===== src/decim_pkg.sv =====
// Purpose: shared constants and carriers for the four-path decimation chain
// Assumes: one clock, synchronous active-high reset
// Notes: the modulator bits arrive from outside the clock domain
//
// Functional notes
// - four independent paths: voltage1, voltage2/temperature, current1, current2
// - each path takes one modulator bit per sample, at clock divided by eight
// - single-bit input is widened to 32-bit words for arithmetic, 24-bit words for output
// - each path yields one output word per 1024 clock cycles
// - decimator is third-order sinc: three integrators and three combs
// - first-order filter at output rate compensates the sinc passband droop
// - current sample instant shifts by signed 8-bit setting, -1/2 to +1/2 output word (-512 to +508 clocks)
package decim_pkg;

  localparam int CHANNELS      = 4;
  localparam int WORD_W        = 24;
  localparam int INPUT_DIV     = 8;
  localparam int OUTPUT_DIV    = 1024;
  localparam int DECIM         = OUTPUT_DIV / INPUT_DIV;
  localparam int ACC_W         = 32;
  localparam int PHASE_W       = 8;
  localparam int COEF_FRAC     = 14;

  // compensation coefficients in q4.14 form
  localparam logic signed [17:0] COMP_B0 = 18'sh05000;
  localparam logic signed [17:0] COMP_B1 = 18'sh3F000;
  localparam logic signed [17:0] COMP_A1 = 18'sh00000;

  typedef logic signed [WORD_W-1:0] word_t;

  typedef struct packed {
    logic  valid;
    word_t voltage1;
    word_t voltage2;
    word_t current1;
    word_t current2;
  } result_s;

  typedef struct packed {
    logic signed [PHASE_W-1:0] shift1;
    logic signed [PHASE_W-1:0] shift2;
  } phase_s;

endpackage : decim_pkg


===== src/sinc_path.sv =====
// Purpose: one decimation path: sinc3 decimator then droop compensation
// Assumes: bit_valid pulses once per eight clocks, dump pulses per word
// Notes: dump may be moved by the phase shift to delay or advance the sample
`timescale 1ns/1ns
module sinc_path
#(
  parameter int ACC_W  = decim_pkg::ACC_W,
  parameter int WORD_W = decim_pkg::WORD_W
)
(
  input  wire logic                     clk_sys,
  input  wire logic                     reset,
  input  wire logic                     bit_in,
  input  wire logic                     bit_valid,
  input  wire logic                     dump,
  input  wire logic                     emit,
  output logic signed [WORD_W-1:0]      word_out
);

  logic signed [ACC_W-1:0] int1_reg, int2_reg, int3_reg;
  logic signed [ACC_W-1:0] dly1_reg, dly2_reg, dly3_reg;
  logic signed [ACC_W-1:0] comb1, comb2, comb3;
  logic signed [ACC_W-1:0] sample_reg;
  logic signed [ACC_W-1:0] x1_reg, y1_reg, y_next;
  logic signed [ACC_W-1:0] bipolar;

  // products need room for the coefficient bits before scaling back
  localparam int PROD_W = ACC_W + $bits(decim_pkg::COMP_B0);
  logic signed [PROD_W-1:0] acc;

  // bit 1 -> +1, bit 0 -> -1 widened to the accumulator width
  assign bipolar = bit_in ? ACC_W'(1) : -ACC_W'(1);

  // three cascaded integrators at the modulator rate
  always_ff @(posedge clk_sys)
  begin
    if (reset)
    begin
      int1_reg <= '0;
      int2_reg <= '0;
      int3_reg <= '0;
    end
    else if (bit_valid)
    begin
      int1_reg <= int1_reg + bipolar;
      int2_reg <= int2_reg + int1_reg;
      int3_reg <= int3_reg + int2_reg;
    end
  end

  assign comb1 = int3_reg - dly1_reg;
  assign comb2 = comb1 - dly2_reg;
  assign comb3 = comb2 - dly3_reg;

  // three combs at the decimated rate
  always_ff @(posedge clk_sys)
  begin
    if (reset)
    begin
      dly1_reg   <= '0;
      dly2_reg   <= '0;
      dly3_reg   <= '0;
      sample_reg <= '0;
    end
    else if (dump)
    begin
      dly1_reg   <= int3_reg;
      dly2_reg   <= comb1;
      dly3_reg   <= comb2;
      sample_reg <= comb3 >>> 0;
    end
  end

  // droop compensation: y = b0*x + b1*x1 + a1*y1, scaled, per output word
  assign acc = PROD_W'(decim_pkg::COMP_B0) * PROD_W'(sample_reg)
             + PROD_W'(decim_pkg::COMP_B1) * PROD_W'(x1_reg)
             + PROD_W'(decim_pkg::COMP_A1) * PROD_W'(y1_reg);
  assign y_next = ACC_W'(acc >>> decim_pkg::COEF_FRAC);

  always_ff @(posedge clk_sys)
  begin
    if (reset)
    begin
      x1_reg   <= '0;
      y1_reg   <= '0;
      word_out <= '0;
    end
    else if (emit)
    begin
      x1_reg   <= sample_reg;
      y1_reg   <= y_next;
      word_out <= WORD_W'(y_next);
    end
  end

endmodule : sinc_path


===== src/decim_chain.sv =====
// Purpose: four-path sinc3 decimation chain with droop compensation
// Assumes: modulator bits are asynchronous and pass two flip-flops first
// Notes: phase shift moves the current paths' sampling instant
`timescale 1ns/1ns
module decim_chain
#(
  parameter int OUTPUT_DIV = decim_pkg::OUTPUT_DIV,
  parameter int INPUT_DIV  = decim_pkg::INPUT_DIV
)
(
  input  wire logic                       clk_sys,
  input  wire logic                       reset,
  input  wire logic [3:0]                 modulator_bits,
  input  wire decim_pkg::phase_s          sample_phase_shift,
  output decim_pkg::result_s              result
);

  localparam int CNT_W = $clog2(OUTPUT_DIV);
  localparam int SUB_W = $clog2(INPUT_DIV);

  logic [3:0]       sync1_reg, sync2_reg;
  logic [CNT_W-1:0] phase_cnt_reg;
  logic             bit_valid;
  logic             emit;
  logic [3:0]       dump;
  logic             valid_reg;
  decim_pkg::word_t words [decim_pkg::CHANNELS];

  // function: dump instant for a signed shift, in clock cycles
  function automatic logic [CNT_W-1:0] dump_point
  (
    input logic signed [decim_pkg::PHASE_W-1:0] shift
  );
    logic signed [CNT_W+1:0] off;
    off = (CNT_W+2)'(shift) <<< (CNT_W - decim_pkg::PHASE_W);
    dump_point = CNT_W'(off);
  endfunction : dump_point

  // two-flop synchroniser on the modulator streams
  always_ff @(posedge clk_sys)
  begin
    if (reset)
    begin
      sync1_reg <= '0;
      sync2_reg <= '0;
    end
    else
    begin
      sync1_reg <= modulator_bits;
      sync2_reg <= sync1_reg;
    end
  end

  // free-running word counter; sample each eighth clock
  always_ff @(posedge clk_sys)
  begin
    if (reset)
      phase_cnt_reg <= '0;
    else
      phase_cnt_reg <= phase_cnt_reg + CNT_W'(1);
  end

  assign bit_valid = (phase_cnt_reg[SUB_W-1:0] == SUB_W'(0));
  assign emit      = (phase_cnt_reg == CNT_W'(OUTPUT_DIV - 1));

  // voltage paths dump at zero, current paths at their shifted point
  always_comb
  begin
    dump[0] = (phase_cnt_reg == '0);
    dump[1] = (phase_cnt_reg == '0);
    dump[2] = (phase_cnt_reg == dump_point(sample_phase_shift.shift1));
    dump[3] = (phase_cnt_reg == dump_point(sample_phase_shift.shift2));
  end

  // one independent path per channel
  for (genvar g = 0; g < decim_pkg::CHANNELS; g++)
  begin : g_path
    sinc_path u_path
    (
      .clk_sys   (clk_sys),
      .reset     (reset),
      .bit_in    (sync2_reg[g]),
      .bit_valid (bit_valid),
      .dump      (dump[g]),
      .emit      (emit),
      .word_out  (words[g])
    );
  end

  // common strobe, registered on the same edge as all paths register their words
  always_ff @(posedge clk_sys)
  begin
    if (reset)
      valid_reg <= 1'b0;
    else
      valid_reg <= emit;
  end

  // one driver for the whole result carrier
  assign result = '{valid:    valid_reg,
                    voltage1: words[0],
                    voltage2: words[1],
                    current1: words[2],
                    current2: words[3]};

endmodule : decim_chain


===== config.mk =====
export PLATFORM = sky130hd
export DESIGN_NAME = decim_chain
export DESIGN_NICKNAME = d
export VERILOG_FILES = /design/src/decim_pkg.sv /design/src/sinc_path.sv /design/src/decim_chain.sv
export SDC_FILE = /design/constraint.sdc
export NUM_CORES = 2
export LEC_CHECK = 0
export BUFFER_PORTS_ARGS = -buffer_cell sky130_fd_sc_hd__buf_2
export CORE_MARGIN = 2
export CORE_UTILIZATION = 25
export CTS_BUF_LIST = sky130_fd_sc_hd__clkbuf_8
export DETAILED_ROUTE_END_ITERATION = 16
export MAX_ROUTING_LAYER = met4
export PLACE_DENSITY = 0.45
export SLEW_MARGIN = 20
export SYNTH_ARGS = -nofsm -noshare
export SYNTH_HDL_FRONTEND = slang
export SYNTH_HIERARCHICAL = 1
export SYNTH_SLANG_ARGS = --single-unit

===== constraint.sdc =====
create_clock -name clk_sys -period 10.2 [get_ports clk_sys]
set_clock_uncertainty 0.1 [all_clocks]
set_input_delay 1.02 -clock clk_sys [delete_from_list [all_inputs] [get_ports clk_sys]]
set_output_delay 1.02 -clock clk_sys [all_outputs]
set_load 0.02 [all_outputs]

# [Word-level counts from Yosys, hierarchy flattened]
# Index checks and enable logic that the tools add are counted.
[totals] ff_bits=1115
[op_classes] n_mul=4 muxes=4 n_eq_ne=3 add_sub_neg=33 reduce_logical=2
[ops] op="adder 32 bit" n=12
[ops] op="subtractor 32 bit" n=12
[ops] op="adder 38 bit" n=4
[ops] op="multiplier 4 x 32 -> 26 bit (first input constant)" n=4
[ops] op="two-way mux 32 bit" n=4
[ops] op="negation 26 bit" n=4
[ops] op="== test 10 bit" n=2
[ops] op="adder 10 x 1 -> 10 bit (second input constant)" n=1
[ops] op="== test 10 bit (second input constant)" n=1
[ops] op="logical NOT 10 bit" n=1
[ops] op="logical NOT 3 bit" n=1

# [Longest topological paths before layout]
[logic_depth] ltp_word=3 mapped_depth=34

# [By module]
# The synthesis kept the hierarchy.
[by_module_without_submodules] mod="sinc_path at g_path[3].u_path" area_each_um2=18252.5 instances=1 cells_per_inst=2227
[by_module_without_submodules] mod="sinc_path at g_path[1].u_path" area_each_um2=18134.9 instances=1 cells_per_inst=2184
[by_module_without_submodules] mod="sinc_path at g_path[0].u_path" area_each_um2=17720.7 instances=1 cells_per_inst=2106
[by_module_without_submodules] mod="sinc_path at g_path[2].u_path" area_each_um2=17593.1 instances=1 cells_per_inst=2110
[by_module_without_submodules] mod="decim_chain" area_each_um2=947.2 instances=1 cells_per_inst=103

# [Worst setup path after synthesis]
# Ideal clock, no wire load.
[synth_path] path_type="reg-to-reg" from="register g_path[1].u_path.dly1_reg[2]" to="register g_path[1].u_path.sample_reg[25]" required_time_ns=9.980 path_buffers=1 setup_time_ns=0.120 path_stages_with_launch=30 t_arrival_ns=5.890 period_less_slack_ns=6.110 slack_ns=4.090 cell_sequence="dfxtp_1 > inv_1 > ha_1 > nor2b_1 > o21ai_0 > a21boi_1 > or4_1 > a21oi_1 > o21bai_1 > a21oi_1 > xnor2_1 > ha_1 > clkbuf_1 > a21o_1 > a211oi_1 > a21boi_0 > o21ai_0 > nand2_1 > xor2_1 > ha_1 > or3_1 > or3_1 > o21ai_1 > o21ai_1 > o2111a_1 > o41ai_2 > nor2b_1 > a211oi_1 > nor3_1 > a211o_1"
[synth_via] elab_chain_cells=3
[synth_lines] element="start: declaration" line="sinc_path.sv:21" text="logic signed [ACC_W-1:0] dly1_reg, dly2_reg, dly3_reg;"
[synth_lines] element="start signal: assignment" line="sinc_path.sv:67" text="dly1_reg <= int3_reg;"
[synth_lines] element="subtractor 32 bit" line="sinc_path.sv:51" text="assign comb1 = int3_reg - dly1_reg;"
[synth_lines] element="named net g_path[1].u_path.comb1[10]" line="sinc_path.sv:22" text="logic signed [ACC_W-1:0] comb1, comb2, comb3;"
[synth_lines] element="subtractor 32 bit" line="sinc_path.sv:52" text="assign comb2 = comb1 - dly2_reg;"
[synth_lines] element="named net g_path[1].u_path.comb2[14]" line="sinc_path.sv:22"
[synth_lines] element="subtractor 32 bit" line="sinc_path.sv:53" text="assign comb3 = comb2 - dly3_reg;"
[synth_lines] element="end signal: assignment" line="sinc_path.sv:70" text="sample_reg <= comb3 >>> 0;"
[synth_lines] element="end: declaration" line="sinc_path.sv:23" text="logic signed [ACC_W-1:0] sample_reg;"
# The timed path passes the listed nets, and every way through them passes these cells.
# A chain may end at the register's enable or synchronous reset.

# [Worst setup path in the final report]
[layout_path] from="register g_path[1].u_path.int3_reg[0]" to="register g_path[1].u_path.sample_reg[25]"
[layout_via] elab_chain_cells=3
[layout_lines] element="start: declaration" line="sinc_path.sv:20" text="logic signed [ACC_W-1:0] int1_reg, int2_reg, int3_reg;"
[layout_lines] element="start signal: assignment" line="sinc_path.sv:47" text="int3_reg <= int3_reg + int2_reg;"
[layout_lines] element="subtractor 32 bit" line="sinc_path.sv:51"
[layout_lines] element="named net g_path[1].u_path.comb1[10]" line="sinc_path.sv:22"
[layout_lines] element="subtractor 32 bit" line="sinc_path.sv:52"
[layout_lines] element="named net g_path[1].u_path.comb2[14]" line="sinc_path.sv:22"
[layout_lines] element="subtractor 32 bit" line="sinc_path.sv:53"
# The timed path passes the listed nets, and every way through them passes these cells.

==> impl_metrics.env <==
export IMPL_ant_nets=0
export IMPL_yosysMostFrequentCell="nor2_1"
export IMPL_slew_headroom_pct=34.1
export IMPL_hold_path_class="input pin to flip-flop"
export IMPL_timing_critical_path_slowest_cell_delay_ns=0.50
export IMPL_drc=0
export IMPL_async_flop_share_pct=0
export IMPL_dr_pass1_iters=5
export IMPL_path_class="flip-flop to flip-flop"
export IMPL_syn_area_per_cell_um2=8.32
export IMPL_synth_xor_area_share_pct=9.05
export IMPL_worstMarginPinSlew_ns=0.989
export IMPL_synthesis_area_um2=72600
export IMPL_cp_slowest_cell="o41ai_2"
export IMPL_grt_overflow_total=0
export IMPL_muxShareOfSynthArea_pct=8.86
export IMPL_use_met1_pct=15.1
export IMPL_layout_nets=9740
export IMPL_cts_buffers=197
export IMPL_cts_resized=0
export IMPL_met3_usage_pct=1.67
export IMPL_start_kind="flip-flop"
export IMPL_holdBufCountCts=0
export IMPL_critPathArrivalTime_ns=7.58
export IMPL_status="finished, final reports clean"
export IMPL_grt_pass1_vias=58400
export IMPL_htreeDepth=4
export IMPL_insertion_delay_ns=0.97
export IMPL_slew_viol_final=0
export IMPL_grt_pass1_wl_mm=292
export IMPL_synthFlopType="dfxtp_1"
export IMPL_fin_crit_ns=6.89
export IMPL_ys_types=116
export IMPL_fin_tns_setup_ns=0
export IMPL_finalHoldViolations=0
export IMPL_synth_seq_area_share_pct=26.1
export IMPL_synthSimpleGateAreaFrac_pct=16.8
export IMPL_ys_ff_latch=947
export IMPL_path_max_fanout=7
export IMPL_die_w_um=543
export IMPL_yosys_area_top_type="dfxtp_1"
export IMPL_cts_reportedPaths_clkPinSlew_ns=0.06
export IMPL_ys_warn_count=6
export IMPL_first_iter_violations=2508
export IMPL_rows=197
export IMPL_routedWlPerCell_um=13.4
export IMPL_coreArea_um2=289000
export IMPL_io_buffers=118
export IMPL_antenna_found_initial=3
export IMPL_via_count=59300
export IMPL_cp_required_ns=10.89
export IMPL_grt_max_degree=173
export IMPL_max_cap_violations=0
export IMPL_start_util_pct=25.2
export IMPL_grt_busiest_layer="met2"
export IMPL_setup_viol=0
export IMPL_fillerInstances=30900
export IMPL_max_freq_mhz=145
export IMPL_synth_edf_count=0
export IMPL_synth_cells=8730
export IMPL_clock_sinks=947
export IMPL_period_share_pct=67.5
export IMPL_synth_common_cells="nor2_1, dfxtp_1, ha_1, mux2i_1, a21oi_1"
export IMPL_crit_top_cell="ha_1"
export IMPL_ios=119
export IMPL_synth_adder_area_share_pct=15.9
export IMPL_cts_setup_buffers=0
export IMPL_cts_tree="yes"
export IMPL_die_area_um2=295000
export IMPL_endpoint_kind="flip-flop"
export IMPL_rsz0062_at_grt="no"
export IMPL_synth_area_top_cells="dfxtp_1, ha_1, mux2i_1, xnor2_1, nor2_1"
export IMPL_synth_top_family_by_area="compound AO/OA/AOI/OAI gates"
export IMPL_grt_usage_pct=11.8
export IMPL_cts_root_buf="clkbuf_8"
export IMPL_area_growth_pct=12.3
export IMPL_grt_use_met2_pct=19.4
export IMPL_layout_drive_gt1_share_pct=6.49
export IMPL_synth_top_area_share_pct=26.1
export IMPL_totalWireLength_mm=172
export IMPL_gp_congestion=0.819
export IMPL_die_y_um=543
export IMPL_dp_hpwl_mm=124
export IMPL_drt_vias_per_instance=4.62
export IMPL_syn_num_nets=9658
export IMPL_clockBufferDepth=4
export IMPL_synth_compound_area_share_pct=19.0
## placed cells by master, fill, tap and decap left out, drive strengths merged, types with 79 or more instances in the layout
cell type     n
a211oi      110
a21o        320
a21oi       611
a31oi        82
and3         83
buf         157
clkbuf      249
dfxtp       947
ha          878
inv         580
mux2i       640
nand2       399
nand2b      103
nand3       151
nor2       1197
nor2b       132
nor3        199
o21a        135
o21ai       318
o21bai       79
xnor2       538
xor2        204
## kinds of logic (layout without fill, tap and decap cells)
kind of cell	Yosys count	after routing
muxes	643	643
other	0	4
DFF	947	947
buffers and inverters	809	1037
adders and majority gates	906	906
AOI/OAI and AO/OA	2076	2076
and+or+nand+nor	2604	2604
xor gates and xnor gates	745	745
## per-layer routing
metal | part of all wire (%) | up-vias
met5 | 0 | -
met3 | 3.2 | 277
met2 | 45 | 660
li1 | - | 31400
met1 | 50 | 27100
met4 | 2.2 | 0
## area by class of cell
class                      count  area, um2  area share, %
multi-input combinational   6974      50600           62.1
sequential                   947      19000           23.2
tap                         3880       4850           5.95
clock buffer                 249       3430           4.20
inverter                     535       2010           2.46
timing repair buffer         157        981           1.20
clock inverter                96        689          0.845
antenna                        4       10.0         0.0123
## metrics by stage
step | instances | instance area [um2] | worst slack (ns) | util (%) | hold slack [ns]
global placement | 12500 | 77400 | 3.17 | 26.8 | 0.329
detailed placement | 12500 | 77400 | 3.36 | 26.8 | 0.329
floorplan | 8730 | 72600 | 4.09 | - | 0.314
finish | 12800 | 81600 | 3.31 | 28.3 | 0.252
CTS | 12800 | 81600 | 3.36 | 28.3 | 0.108
global route | 12800 | 81600 | 2.63 | 28.3 | 0.160
## worst max-delay path, delay by kind of cell, from the launching register on
family	cells	cell delay [ns]
and+or+nand+nor	9	1.52
adders and majority gates	4	1.21
buffers and inverters	1	0.06
AOI/OAI and AO/OA	14	3.11
xor gates and xnor gates	2	0.39
DFF	1	0.37
## path summary, 6_finish.rpt
| path | start | endpoint | slack [ns] | cells past startpoint |
|---|---|---|---|---|
| setup / recovery | g_path[1].u_path/int3_reg[0]$_SDFFE_PP0P_ | g_path[1].u_path/sample_reg[25]$_SDFFE_PP0P_ | 3.31 | 30 |
| hold / removal | modulator_bits[3] | sync1_reg[3]$_SDFF_PP0_ | 0.25 | 2 |
| setup reg to reg | g_path[1].u_path/int3_reg[0]$_SDFFE_PP0P_ | g_path[1].u_path/sample_reg[25]$_SDFFE_PP0P_ | 3.31 | 30 |
| hold reg to reg | sync1_reg[1]$_SDFF_PP0_ | sync2_reg[1]$_SDFF_PP0_ | 0.34 | 1 |
Power is not shown: default switching activity piles up to over one toggle a cycle in this logic, so the estimate is an artifact.
